## src/logic/clockgen_cfg.svh

```systemverilog
`ifndef CLOCKGEN_CFG_SVH
`define CLOCKGEN_CFG_SVH

// Register offsets (3-bit address)
`define CG_OFS_LOOP      3'h0
`define CG_OFS_BANDWIDTH 3'h1
`define CG_OFS_BRK_CTRL  3'h2
`define CG_OFS_CONFIG    3'h3
`define CG_OFS_IRQ_STAT  3'h4
`define CG_OFS_IRQ_CLR   3'h5
`define CG_OFS_IRQ_EN    3'h6

// loop_control_reg fields
`define CG_LOOP_IE_BIT   7
`define CG_LOOP_FLAG_BIT 6
`define CG_LOOP_ON_BIT   5
`define CG_LOOP_BCS_BIT  4

// Bandwidth register fields
`define CG_BW_AUTO_BIT   7
`define CG_BW_LOCK_BIT   6

// break_flag_ctrl_reg and config fields
`define CG_BRK_BREAK_CLEAR_ENABLE_BIT  7
`define CG_CFG_OSC_BIT   1

// Event bits of the interrupt status register
`define CG_EV_STOP_IN    0
`define CG_EV_STOP_OUT   1
`define CG_EV_LOCK       2
`define CG_EV_WIDTH      3

// Reset values
`define CG_RST_BREAK_CLEAR_ENABLE      1'b0
`define CG_RST_OSC_RUN   1'b0
`define CG_RST_IRQ_EN    3'h0

`endif

```

## src/logic/clockgen_pkg.sv

```systemverilog
package clockgen_pkg;

  typedef enum logic {
    MODE_RUN,
    MODE_STOP
  } clk_mode_e;

  typedef struct packed {
    clk_mode_e  mode;
    logic       base_clock_select;
    logic       loop_irq_en;
    logic       loop_on;
    logic       auto_bw;
    logic       break_clear_enable;
    logic       osc_run_in_stop;
    logic [2:0] irq_en;
    logic [7:0] rdata;
    logic       lock_q;
    logic       xtal_q;
    logic       vco_q;
    logic       bus_clk;
    logic       xtal_out;
    logic       clockgen_irq;
    logic       osc_en;
    logic       loop_en;
    logic       irq;
  } ctrl_state_s;

endpackage

```

## src/logic/sticky_flag.sv

```systemverilog
module sticky_flag
  import clockgen_pkg::*;
#(
  parameter int WIDTH = 1
)
(
  input  wire logic             sys_clk_in,  // System clock
  input  wire logic             sys_rst_in,  // Synchronous reset, active high
  input  wire logic [WIDTH-1:0] set_in,      // Per-bit set pulse
  input  wire logic [WIDTH-1:0] clear_in,    // Per-bit clear pulse
  output logic      [WIDTH-1:0] flag_out     // Sticky flags
);

  typedef struct packed {
    logic [WIDTH-1:0] flag;
  } flag_state_s;

  flag_state_s flag_reg;
  flag_state_s flag_next;

  // Set wins over a clear in the same cycle
  always_comb
  begin
    flag_next      = flag_reg;
    flag_next.flag = (flag_reg.flag & ~clear_in) | set_in;
  end

  always_ff @(posedge sys_clk_in)
  begin
    if (sys_rst_in)
    begin
      flag_reg <= '0;
    end
    else
    begin
      flag_reg <= flag_next;
    end
  end

  assign flag_out = flag_reg.flag;

endmodule

```

## src/logic/clockgen_stop_break_control.sv

```systemverilog
// Design decisions made here: the register offsets and the strobed register port.
`include "clockgen_cfg.svh"

module clockgen_stop_break_control
  import clockgen_pkg::*;
(
  input  wire logic       sys_clk_in,        // System clock, 125 MHz
  input  wire logic       sys_rst_in,        // Synchronous reset, active high
  input  wire logic [2:0] addr_in,           // Register address
  input  wire logic [7:0] wdata_in,          // Write data
  input  wire logic       wr_in,             // Write strobe
  input  wire logic       rd_in,             // Read strobe
  output logic      [7:0] rdata_out,         // Read data, cycle after strobe
  input  wire logic       stop_req_in,       // High while stop mode is requested
  input  wire logic       break_in,          // High during break state
  input  wire logic       lock_in,           // Loop lock indicator
  input  wire logic       crystal_clock_in,  // Sampled oscillator level
  input  wire logic       vco_clock_in,      // Sampled VCO level
  output logic            crystal_clock_out, // Gated crystal clock
  output logic            bus_clock_out,     // Halved selected clock
  output logic            clockgen_irq_out,  // Loop interrupt to CPU
  output logic            osc_enable_out,    // Oscillator power enable
  output logic            loop_enable_out,   // Loop power enable
  output logic            irq_out            // Event interrupt, level
);

  ctrl_state_s state_reg;
  ctrl_state_s state_next;

  logic [2:0] ev_set;
  logic [2:0] ev_clr;
  logic [2:0] ev_flags;
  logic       lock_set;
  logic       lock_clr;
  logic       lock_flag;
  logic       in_stop;
  logic       osc_alive;
  logic       protect;
  logic       xtal_rise;
  logic       vco_rise;
  logic       src_rise;
  logic       stop_entry;
  logic       stop_exit;
  logic       loop_rd;

  // Per-event status flags
  sticky_flag #(
    .WIDTH (`CG_EV_WIDTH)
  ) u_event_flags (
    .sys_clk_in (sys_clk_in),
    .sys_rst_in (sys_rst_in),
    .set_in     (ev_set),
    .clear_in   (ev_clr),
    .flag_out   (ev_flags)
  );

  // Lock-change flag
  sticky_flag #(
    .WIDTH (1)
  ) u_lock_flag (
    .sys_clk_in (sys_clk_in),
    .sys_rst_in (sys_rst_in),
    .set_in     (lock_set),
    .clear_in   (lock_clr),
    .flag_out   (lock_flag)
  );

  always_comb
  begin
    state_next       = state_reg;
    state_next.rdata = 8'h00;

    in_stop    = (state_reg.mode == MODE_STOP);
    osc_alive  = !in_stop || state_reg.osc_run_in_stop;
    stop_entry = 1'b0;
    stop_exit  = 1'b0;

    // Inputs are synchronous; no resynchronising stage
    case (state_reg.mode)
      MODE_RUN:
      begin
        if (stop_req_in)
        begin
          state_next.mode              = MODE_STOP;
          state_next.base_clock_select = 1'b0;
          stop_entry                   = 1'b1;
        end
      end
      MODE_STOP:
      begin
        if (!stop_req_in)
        begin
          state_next.mode = MODE_RUN;
          stop_exit       = 1'b1;
        end
      end
      default:
      begin
        state_next.mode = MODE_RUN;
      end
    endcase

    state_next.xtal_q = crystal_clock_in;
    state_next.vco_q  = vco_clock_in;
    state_next.lock_q = lock_in;
    xtal_rise         = crystal_clock_in && !state_reg.xtal_q;
    vco_rise          = vco_clock_in && !state_reg.vco_q;

    // Power enables
    state_next.osc_en  = osc_alive;
    state_next.loop_en = state_reg.loop_on && !in_stop;

    // Crystal clock passes only while the oscillator runs
    state_next.xtal_out = osc_alive && crystal_clock_in;

    // Bus clock is the selected source halved
    src_rise = state_reg.base_clock_select ? (vco_rise && state_reg.loop_on && !in_stop) : xtal_rise;
    if (!osc_alive)
    begin
      state_next.bus_clk = 1'b0;
    end
    else if (src_rise)
    begin
      state_next.bus_clk = !state_reg.bus_clk;
    end

    // Lock flag sets on any lock change in automatic mode
    lock_set = state_reg.auto_bw && (lock_in != state_reg.lock_q);

    // Break protection of the lock flag
    protect  = break_in && !state_reg.break_clear_enable;
    loop_rd  = rd_in && (addr_in == `CG_OFS_LOOP);
    lock_clr = loop_rd && !protect;

    // Loop interrupt, masked outside automatic mode and in full stop
    state_next.clockgen_irq = state_reg.auto_bw && state_reg.loop_irq_en && lock_flag
                              && osc_alive;

    ev_set                 = '0;
    ev_set[`CG_EV_STOP_IN]  = stop_entry;
    ev_set[`CG_EV_STOP_OUT] = stop_exit;
    ev_set[`CG_EV_LOCK]     = lock_set;
    ev_clr                 = '0;

    // Register writes
    if (wr_in)
    begin
      if (addr_in == `CG_OFS_LOOP)
      begin
        state_next.loop_irq_en = wdata_in[`CG_LOOP_IE_BIT];
        state_next.loop_on     = wdata_in[`CG_LOOP_ON_BIT];
        // Select may only be set while running; stop forces it clear
        if (!in_stop && !stop_req_in)
        begin
          state_next.base_clock_select = wdata_in[`CG_LOOP_BCS_BIT];
        end
      end
      else if (addr_in == `CG_OFS_BANDWIDTH)
      begin
        state_next.auto_bw = wdata_in[`CG_BW_AUTO_BIT];
      end
      else if (addr_in == `CG_OFS_BRK_CTRL)
      begin
        state_next.break_clear_enable = wdata_in[`CG_BRK_BREAK_CLEAR_ENABLE_BIT];
      end
      else if (addr_in == `CG_OFS_CONFIG)
      begin
        state_next.osc_run_in_stop = wdata_in[`CG_CFG_OSC_BIT];
      end
      else if (addr_in == `CG_OFS_IRQ_CLR)
      begin
        ev_clr = wdata_in[2:0];
      end
      else if (addr_in == `CG_OFS_IRQ_EN)
      begin
        state_next.irq_en = wdata_in[2:0];
      end
    end

    // Register reads
    if (rd_in)
    begin
      if (addr_in == `CG_OFS_LOOP)
      begin
        state_next.rdata[`CG_LOOP_IE_BIT]   = state_reg.loop_irq_en;
        state_next.rdata[`CG_LOOP_FLAG_BIT] = lock_flag && state_reg.auto_bw;
        state_next.rdata[`CG_LOOP_ON_BIT]   = state_reg.loop_on;
        state_next.rdata[`CG_LOOP_BCS_BIT]  = state_reg.base_clock_select;
      end
      else if (addr_in == `CG_OFS_BANDWIDTH)
      begin
        state_next.rdata[`CG_BW_AUTO_BIT] = state_reg.auto_bw;
        state_next.rdata[`CG_BW_LOCK_BIT] = state_reg.auto_bw && state_reg.lock_q;
      end
      else if (addr_in == `CG_OFS_BRK_CTRL)
      begin
        state_next.rdata[`CG_BRK_BREAK_CLEAR_ENABLE_BIT] = state_reg.break_clear_enable;
      end
      else if (addr_in == `CG_OFS_CONFIG)
      begin
        state_next.rdata[`CG_CFG_OSC_BIT] = state_reg.osc_run_in_stop;
      end
      else if (addr_in == `CG_OFS_IRQ_STAT)
      begin
        state_next.rdata[2:0] = ev_flags;
      end
      else if (addr_in == `CG_OFS_IRQ_EN)
      begin
        state_next.rdata[2:0] = state_reg.irq_en;
      end
    end

    state_next.irq = |(ev_flags & state_reg.irq_en);
  end

  always_ff @(posedge sys_clk_in)
  begin
    if (sys_rst_in)
    begin
      state_reg                    <= '0;
      state_reg.mode               <= MODE_RUN;
      state_reg.break_clear_enable <= `CG_RST_BREAK_CLEAR_ENABLE;
      state_reg.osc_run_in_stop    <= `CG_RST_OSC_RUN;
      state_reg.irq_en             <= `CG_RST_IRQ_EN;
      state_reg.osc_en             <= 1'b1;
    end
    else
    begin
      state_reg <= state_next;
    end
  end

  assign rdata_out         = state_reg.rdata;
  assign crystal_clock_out = state_reg.xtal_out;
  assign bus_clock_out     = state_reg.bus_clk;
  assign clockgen_irq_out  = state_reg.clockgen_irq;
  assign osc_enable_out    = state_reg.osc_en;
  assign loop_enable_out   = state_reg.loop_en;
  assign irq_out           = state_reg.irq;

endmodule

```

## config.mk

```make
export PLATFORM = sky130hd
export DESIGN_NAME = clockgen_stop_break_control
export DESIGN_NICKNAME = d
export VERILOG_FILES = /design/src/logic/clockgen_pkg.sv /design/src/logic/sticky_flag.sv /design/src/logic/clockgen_stop_break_control.sv
export VERILOG_INCLUDE_DIRS = /design/src /design/src/logic
export SDC_FILE = /design/constraint.sdc
export NUM_CORES = 1
export LEC_CHECK = 0
export BUFFER_PORTS_ARGS = -buffer_cell sky130_fd_sc_hd__clkbuf_2
export CAP_MARGIN = 25
export CORE_MARGIN = 2
export CORE_UTILIZATION = 40
export DETAILED_ROUTE_END_ITERATION = 10
export PLACE_DENSITY = 0.65
export SLEW_MARGIN = 20
export SYNTH_ARGS = -nofsm -noshare
export SYNTH_HDL_FRONTEND = slang
export SYNTH_SLANG_ARGS = --single-unit
```

## constraint.sdc

```tcl
create_clock -name sys_clk_in -period 1.5 [get_ports sys_clk_in]
set_input_delay 0.225 -clock sys_clk_in [delete_from_list [all_inputs] [get_ports sys_clk_in]]
set_output_delay 0.225 -clock sys_clk_in [all_outputs]
set_load 0.02 [all_outputs]
```

==> impl_summary.log, run 1 <==
[metrics] I/O pin total: 34
[metrics] ratio of cells with drive above 1 in the final layout: about 29%
[metrics] number of synthesized register bits: 30
[metrics] vias: 966
[metrics] post-synthesis cell area: 1260 µm²
[metrics] most used routing layer in global routing: met2
[metrics] TritonCTS clock tree: yes
[metrics] signed area change from the synthesized netlist to the final layout: 16.2%
[metrics] Layout Skew: ~0.0047 ns
[metrics] Critical Path Fanout Max: 3
[metrics] unrepaired setup endpoints after global routing: no
[metrics] Antenna Cells: 0
[metrics] detailed-placement wirelength estimate: about 1.7 mm
[metrics] root cell of the clock tree: sky130_fd_sc_hd__clkbuf_4
[metrics] Design Area, Final: roughly 1500 µm²
[metrics] DRT antenna net count: 0
[metrics] cell area after placement: 1400 µm²
[metrics] Power Dens Cells: 1000 nW/µm²
[metrics] result of the run: finished, final reports clean
[metrics] global-route wire length before repair: ~3.8 mm
[metrics] met3 usage in global routing: ~6.5%
[metrics] number of warnings reported in the yosys synthesis log: 0
[metrics] startpoint types: register
[metrics] Hold Buf Count CTS: 0
[metrics] count of cells along the worst register-to-register path: 3
[metrics] LEAKAGE: roughly 0.64 nW
[metrics] standard cell core area: a little over 3000 µm²
[metrics] RR Startpoint: in_stop$_SDFF_PP0_
[metrics] post-synthesis net count: 144
[metrics] Post-route DRC: 0
[metrics] global-route met1 utilization: 17.4%
[metrics] row cnt: 20
[metrics] ordered list of cells on the worst path: clkbuf_2
[metrics] effective utilization at floorplan: 41.5%
[metrics] fill cell total of the finished layout: 301
[metrics] post-synth top area cell: sky130_fd_sc_hd__dfxtp_1
[metrics] CP max stage cell: sky130_fd_sc_hd__dfxtp_1
[metrics] per-cell routed wire length: 12.3 µm
[metrics] Worst Hold Class: input pin to register
[metrics] source of the worst hold timing path: stop_req_in
[metrics] cell count after synthesis: 124
[metrics] Synth cell types: 28
[metrics] share of the core filled with cells: 48.3%
[metrics] Worst Hold Endpoint: state_reg[25]$_SDFF_PP0_
[metrics] # H-tree levels: 2
[metrics] Hold Worst Slack: 0.124 ns
[metrics] post-route setup TNS: 0 ns
[metrics] CTS Sinks: 30
[metrics] Worst Setup Path Type: register to primary output
[metrics] Buffers & Inverters on Critical Path: 1
[metrics] Crit path max-delay family: flip-flops
[metrics] signal arrival time at the worst endpoint: 0.86 ns
[metrics] largest stage delay on the critical path: 0.36 ns
[metrics] highest ir drop seen on vdd: around 360 µV
[metrics] Pre-antenna DRT Iters: 6
[metrics] syn_area_per_cell: 10.1 µm²
[metrics] placed insts: 189
[metrics] count of max-cap constraint violations: 0
[metrics] number of resized instances in the post-cts repair step: 0
[metrics] ratio of routed vias to standard cells: 4.90
[metrics] Total Power Consumption: 1.47 mW
[metrics] FF-to-FF End: bus_clock_out$_SDFFE_PP0P_
[metrics] part of the Yosys area used for sequential elements: a little under half
[metrics] maximum achievable frequency: roughly 0.92 GHz
[metrics] CP Data Required Time: 1.27 ns
[metrics] clock buffer count from CTS: 5
[metrics] area fraction of the dominant cell type after synthesis: 47.8%
[metrics] setup slack, reg-to-reg: 0.48 ns
[metrics] final hold viol count: 0
[metrics] vias in the first global route: around 860
[metrics] global routing usage on met2: 22.0%
[metrics] insertion delay of the later-clocked pin in the worst-skew pair: between 0.3 and 0.4 ns
[metrics] post-CTS clock slew at the launch and capture registers of the worst setup and hold paths: 0.09 ns
[metrics] Finish-stage setup viols: 0
[metrics] DRC violation total after the first TritonRoute iteration: 30
[metrics] share of the clock period used by the worst path: 72.4%
[metrics] Port-buffer cells: 30
[metrics] flip-flop count of the largest register, all copies and words added: 12
[metrics] number of antenna violations at the first check in global routing: 0
[metrics] die area: 3610 µm²
[metrics] maximum buffer depth of the clock tree: 2
[metrics] count of pins over their slew limit: 0
[metrics] min cycle time layout: 1.09 ns
[metrics] GPL Wtd Cong: 0.780
[metrics] largest net degree at the start of global routing: 20
[metrics] instance count along the most critical hold path: 2
[metrics] Total Routing Usage GR: 14.8%
[metrics] Net count, final: 172
[metrics] GR Overflow Total: 0
[metrics] post-CTS setup-driven buffer insertion count: 0
[metrics] category of the worst setup path capture point: primary output
[metrics] top cells by area, synth: sky130_fd_sc_hd__dfxtp_1 48%, sky130_fd_sc_hd__mux2i_1 12%, sky130_fd_sc_hd__buf_4 6.0%
[metrics] final cell count without fillers: 197
[metrics] die span in y: about 60 µm
[metrics] pre-CTS setup slack: about 0.19 ns
[metrics] Total Routed Length: about 2.4 mm
[metrics] die width: between 60 and 70 µm
[metrics] Final WS setup: 0.414 ns
-- cell type report --
class / instances / area [µm²] / area share [%]
timing repair buffer: 33 / 173 / 11.8
tap: 44 / 55.1 / 3.77
inverter: 5 / 18.8 / 1.28
multi-input combinational: 77 / 554 / 37.9
clock buffer: 7 / 55.1 / 3.77
sequential: 30 / 601 / 41.1
clock inverter: 1 / 5.00 / 0.342
-- cells in the mapped netlist, drive strengths merged --
cell and n:
nor3b 2, nand2b 4, buf 12, nand2 2, nor4bb 1, nand3b 2, a222oi 1, conb 1
o31ai 1, and3 1, o22ai 1, inv 5, and4bb 2, o21a 1, nor2b 6, dfxtp 30
nor4b 4, o21ai 4, or4b 1, mux2i 15, nand3 5, xor2 1, a21oi 5, nand4b 4
nor2 13
-- layer usage --
layer,routed length (µm),up-vias,part of all wire [%]
met5,0,-,0
met4,54,0,2.2
met3,130,5,5.4
met2,1110,25,46
met1,1130,454,47
li1,-,482,-
-- report_power, final --
group	switching, mW	total [mW]	internal, mW
combinational	0.0758	0.138	0.0617
sequential	0.0143	0.831	0.817
clock	0.271	0.498	0.227
-- worst max path at each step --
stage | from | to | slack (ns) | cells past startpoint
4_1_cts | bus_clock_out$_SDFFE_PP0P_ | bus_clock_out | 0.40 | 1
3_5_place_dp | addr_in[1] | u_lock_flag.flag_out$_SDFF_PP0_ | 0.19 | 4
2_1_floorplan | addr_in[0] | u_lock_flag.flag_out$_SDFF_PP0_ | 0.45 | 3
5_1_grt | in_stop$_SDFF_PP0_ | bus_clock_out$_SDFFE_PP0P_ | 0.37 | 3
6_report | bus_clock_out$_SDFFE_PP0P_ | bus_clock_out | 0.41 | 1
3_3_place_gp | addr_in[1] | u_lock_flag.flag_out$_SDFF_PP0_ | 0.22 | 4
-- logic make-up after synthesis --
family                 Yosys count  share of synthesized area [%]
AO/OA/AOI/OAI                   13                           6.47
XOR/XNOR                         1                          0.697
buffers and inverters           17                           8.16
flip-flops                      30                           47.8
multiplexers                    15                           11.9
other                            1                          0.298
AND/OR/NAND/NOR                 47                           24.7
-- layout by cell type, fill, tap and decap left out, drive strengths merged, types with 2 or more instances in the layout --
cell type and count:
o21ai 4, a21oi 5, clkbuf 37, nor4b 4, mux2i 15, nand2 2
nand4b 4, buf 3, nand3b 2, nor2 13, nand3 5, and4bb 2
nor3b 2, nand2b 4, inv 5, dfxtp 30, nor2b 6
(Power assumes the default switching activity.)
==> run 2: changes to the inputs <==
Settings changed: PLACE_DENSITY 0.65 to 0.67.
Clock period 1.5 ns to 0.99 ns, I/O delays scaled along.
==> run 2 against run 1 <==
Clock power grew 51%. First-iteration DRC count grew 43%. Global-route usage grew 0.67 points. Power grew 54%. Critical path depth is the same. Register-to-register slack lost 0.44 ns. Utilization grew 3.2 points. Largest power group unchanged.
==> impl_summary.log, run 2 (synthesis gave the netlist of run 1 again) <==
[metrics] signed area change from the synthesized netlist to the final layout: 24.0%
[metrics] flip-flop count of the largest register, all copies and words added: 12
[metrics] CTS Sinks: 30
[metrics] setup slack, reg-to-reg: ~0.037 ns
[metrics] die area: 3610 µm²
[metrics] Layout Skew: 0.00771 ns
[metrics] cell internal power dissipation: roughly 1.7 mW
[metrics] Switching Power: 0.549 mW
[metrics] ratio of routed vias to standard cells: about 4.7
[metrics] share of the clock period used by the worst path: 96.2%
[metrics] Worst Hold Class: input pin to register
[metrics] I/O pin total: 34
[metrics] CP Data Required Time: ~0.84 ns
[metrics] per-cell routed wire length: 12.0 µm
[metrics] source of the worst hold timing path: stop_req_in
[metrics] largest net degree at the start of global routing: 20
[metrics] GPL Wtd Cong: 0.819
[metrics] Hold Worst Slack: between 0.05 and 0.06 ns
[metrics] Total Routed Length: 2.48 mm
[metrics] Antenna Cells: 0
[metrics] share of the core filled with cells: 51.5%
[metrics] global-route wire length before repair: around 4 mm
[metrics] Pre-antenna DRT Iters: 4
[metrics] clock network fraction of design power: 33.3%
[metrics] count of pins over their slew limit: 0
[metrics] # H-tree levels: 2
[metrics] DRC violation total after the first TritonRoute iteration: between 40 and 50
[metrics] standard cell core area: 3030 µm²
[metrics] Power Dens Cells: 1450 nW/µm²
[metrics] Worst Setup Path Type: register to primary output
[metrics] leading cell types in the layout, fill and taps excluded: 27 x sky130_fd_sc_hd__dfxtp_1, 25 x sky130_fd_sc_hd__clkbuf_2, 15 x sky130_fd_sc_hd__mux2i_1, 13 x sky130_fd_sc_hd__nor2_1, 13 x sky130_fd_sc_hd__buf_4
[metrics] count of max-cap constraint violations: 0
[metrics] clock buffer count from CTS: 5
[metrics] unrepaired setup endpoints after global routing: yes
[metrics] result of the run: finished, final reports clean
[metrics] Port-buffer cells: 30
[metrics] Crit path max-delay family: flip-flops
[metrics] RR Startpoint: state_reg[6]$_SDFF_PP0_
[metrics] largest stage delay on the critical path: 0.32 ns
[metrics] final hold viol count: 0
[metrics] Total Routing Usage GR: 15.4%
[metrics] TritonCTS clock tree: yes
[metrics] portion of total power attributed to sequential cells: 55.8%
[metrics] CP max stage cell: sky130_fd_sc_hd__dfxtp_1
[metrics] category of the worst setup path capture point: primary output
[metrics] detailed-placement wirelength estimate: approximately 1.9 mm
[metrics] commonest non-fill, non-tap cell in the layout: sky130_fd_sc_hd__dfxtp_1
[metrics] maximum buffer depth of the clock tree: 2
[metrics] die span in y: 60.1 µm
[metrics] min cycle time layout: 0.953 ns
[metrics] ordered list of cells on the worst path: clkbuf_2
[metrics] switching fraction of total power: about a quarter
[metrics] startpoint types: register
[metrics] Post-route DRC: 0
[metrics] LEAKAGE: between 0.6 and 0.7 nW
[metrics] Buffers & Inverters on Critical Path: 1
[metrics] insertion delay of the later-clocked pin in the worst-skew pair: 0.33 ns
[metrics] signal arrival time at the worst endpoint: about 0.8 ns
[metrics] Finish-stage setup viols: 0
[metrics] highest ir drop seen on vdd: 694 µV
[metrics] Net count, final: around 180
[metrics] die width: 60.1 µm
[metrics] Critical Path Fanout Max: 1
[metrics] GR Overflow Total: 0
[metrics] Hold Buf Count CTS: 0
[metrics] post-CTS clock slew at the launch and capture registers of the worst setup and hold paths: 0.09 ns
[metrics] root cell of the clock tree: sky130_fd_sc_hd__clkbuf_4
[metrics] portion of total power attributed to combinational logic: 10.9%
[metrics] vias in the first global route: 936
[metrics] ratio of cells with drive above 1 in the final layout: 36.2%
[metrics] number of antenna violations at the first check in global routing: 0
[metrics] DRT antenna net count: 0
[metrics] row cnt: 20
[metrics] effective utilization at floorplan: 41.5%
[metrics] maximum achievable frequency: 1.05 GHz
[metrics] vias: between 900 and 1000
[metrics] launching instance or port of the critical path: rdata_out[5]$_SDFF_PP0_
==> run 2: layout make-up <==
cell class	count	area [µm²]
inverters	5	18.8
multi-input cells	77	563
repair buffers	43	258
well taps	44	55.1
clock inverters	1	5.00
clock buffers	7	55.1
flip-flops and latches	30	604
fillers	281	1470
==> run 2: metal layers <==
layer / global-route usage, % / share of wire, % / vias to the layer above
met4: 11.1 / 2.2 / 0
met3: 3.90 / 5.2 / 6
met1: 18.9 / 47 / 447
li1: - / - / 498
met5: 0 / 0 / -
met2: 23.3 / 46 / 31
==> run 2: through the flow <==
step | cell area [µm²] | setup TNS (ns) | setup WS, ns | instances | power (mW)
finish | 1560 | 0 | 0.0372 | 207 | 2.26
global route | 1560 | -0.0605 | -0.0605 | 207 | 2.36
CTS | 1550 | 0 | 0.00351 | 207 | 2.27
detailed placement | 1480 | -1.93 | -0.191 | 199 | 1.52
global placement | 1480 | -1.49 | -0.159 | 199 | 1.52
floorplan | 1260 | 0 | 0.0162 | 124 | 1.41
==> run 2: what timing repair did <==
action | CTS | global route
setup endpoints to repair | 1 | 7
gates resized for setup | 3 | 9
pin swaps | 0 | 2
setup buffers | 0 | 0
==> run 2: final timing paths <==
path | to | cells after the start
hold reg to reg | clockgen_irq_out$_SDFF_PP0_ | 2
hold / removal | state_reg[25]$_SDFF_PP0_ | 2
setup reg to reg | bus_clock_out$_SDFFE_PP0P_ | 3
setup / recovery | rdata_out[5] | 1
==> run 2: power groups by stage <==
stage,clock network [mW],logic (mW),registers [mW]
floorplan,0,0.119,1.29
global placement,0,0.233,1.28
detailed placement,0,0.239,1.28
CTS,0.771,0.245,1.26
global route,0.821,0.271,1.26
finish,0.750,0.246,1.26
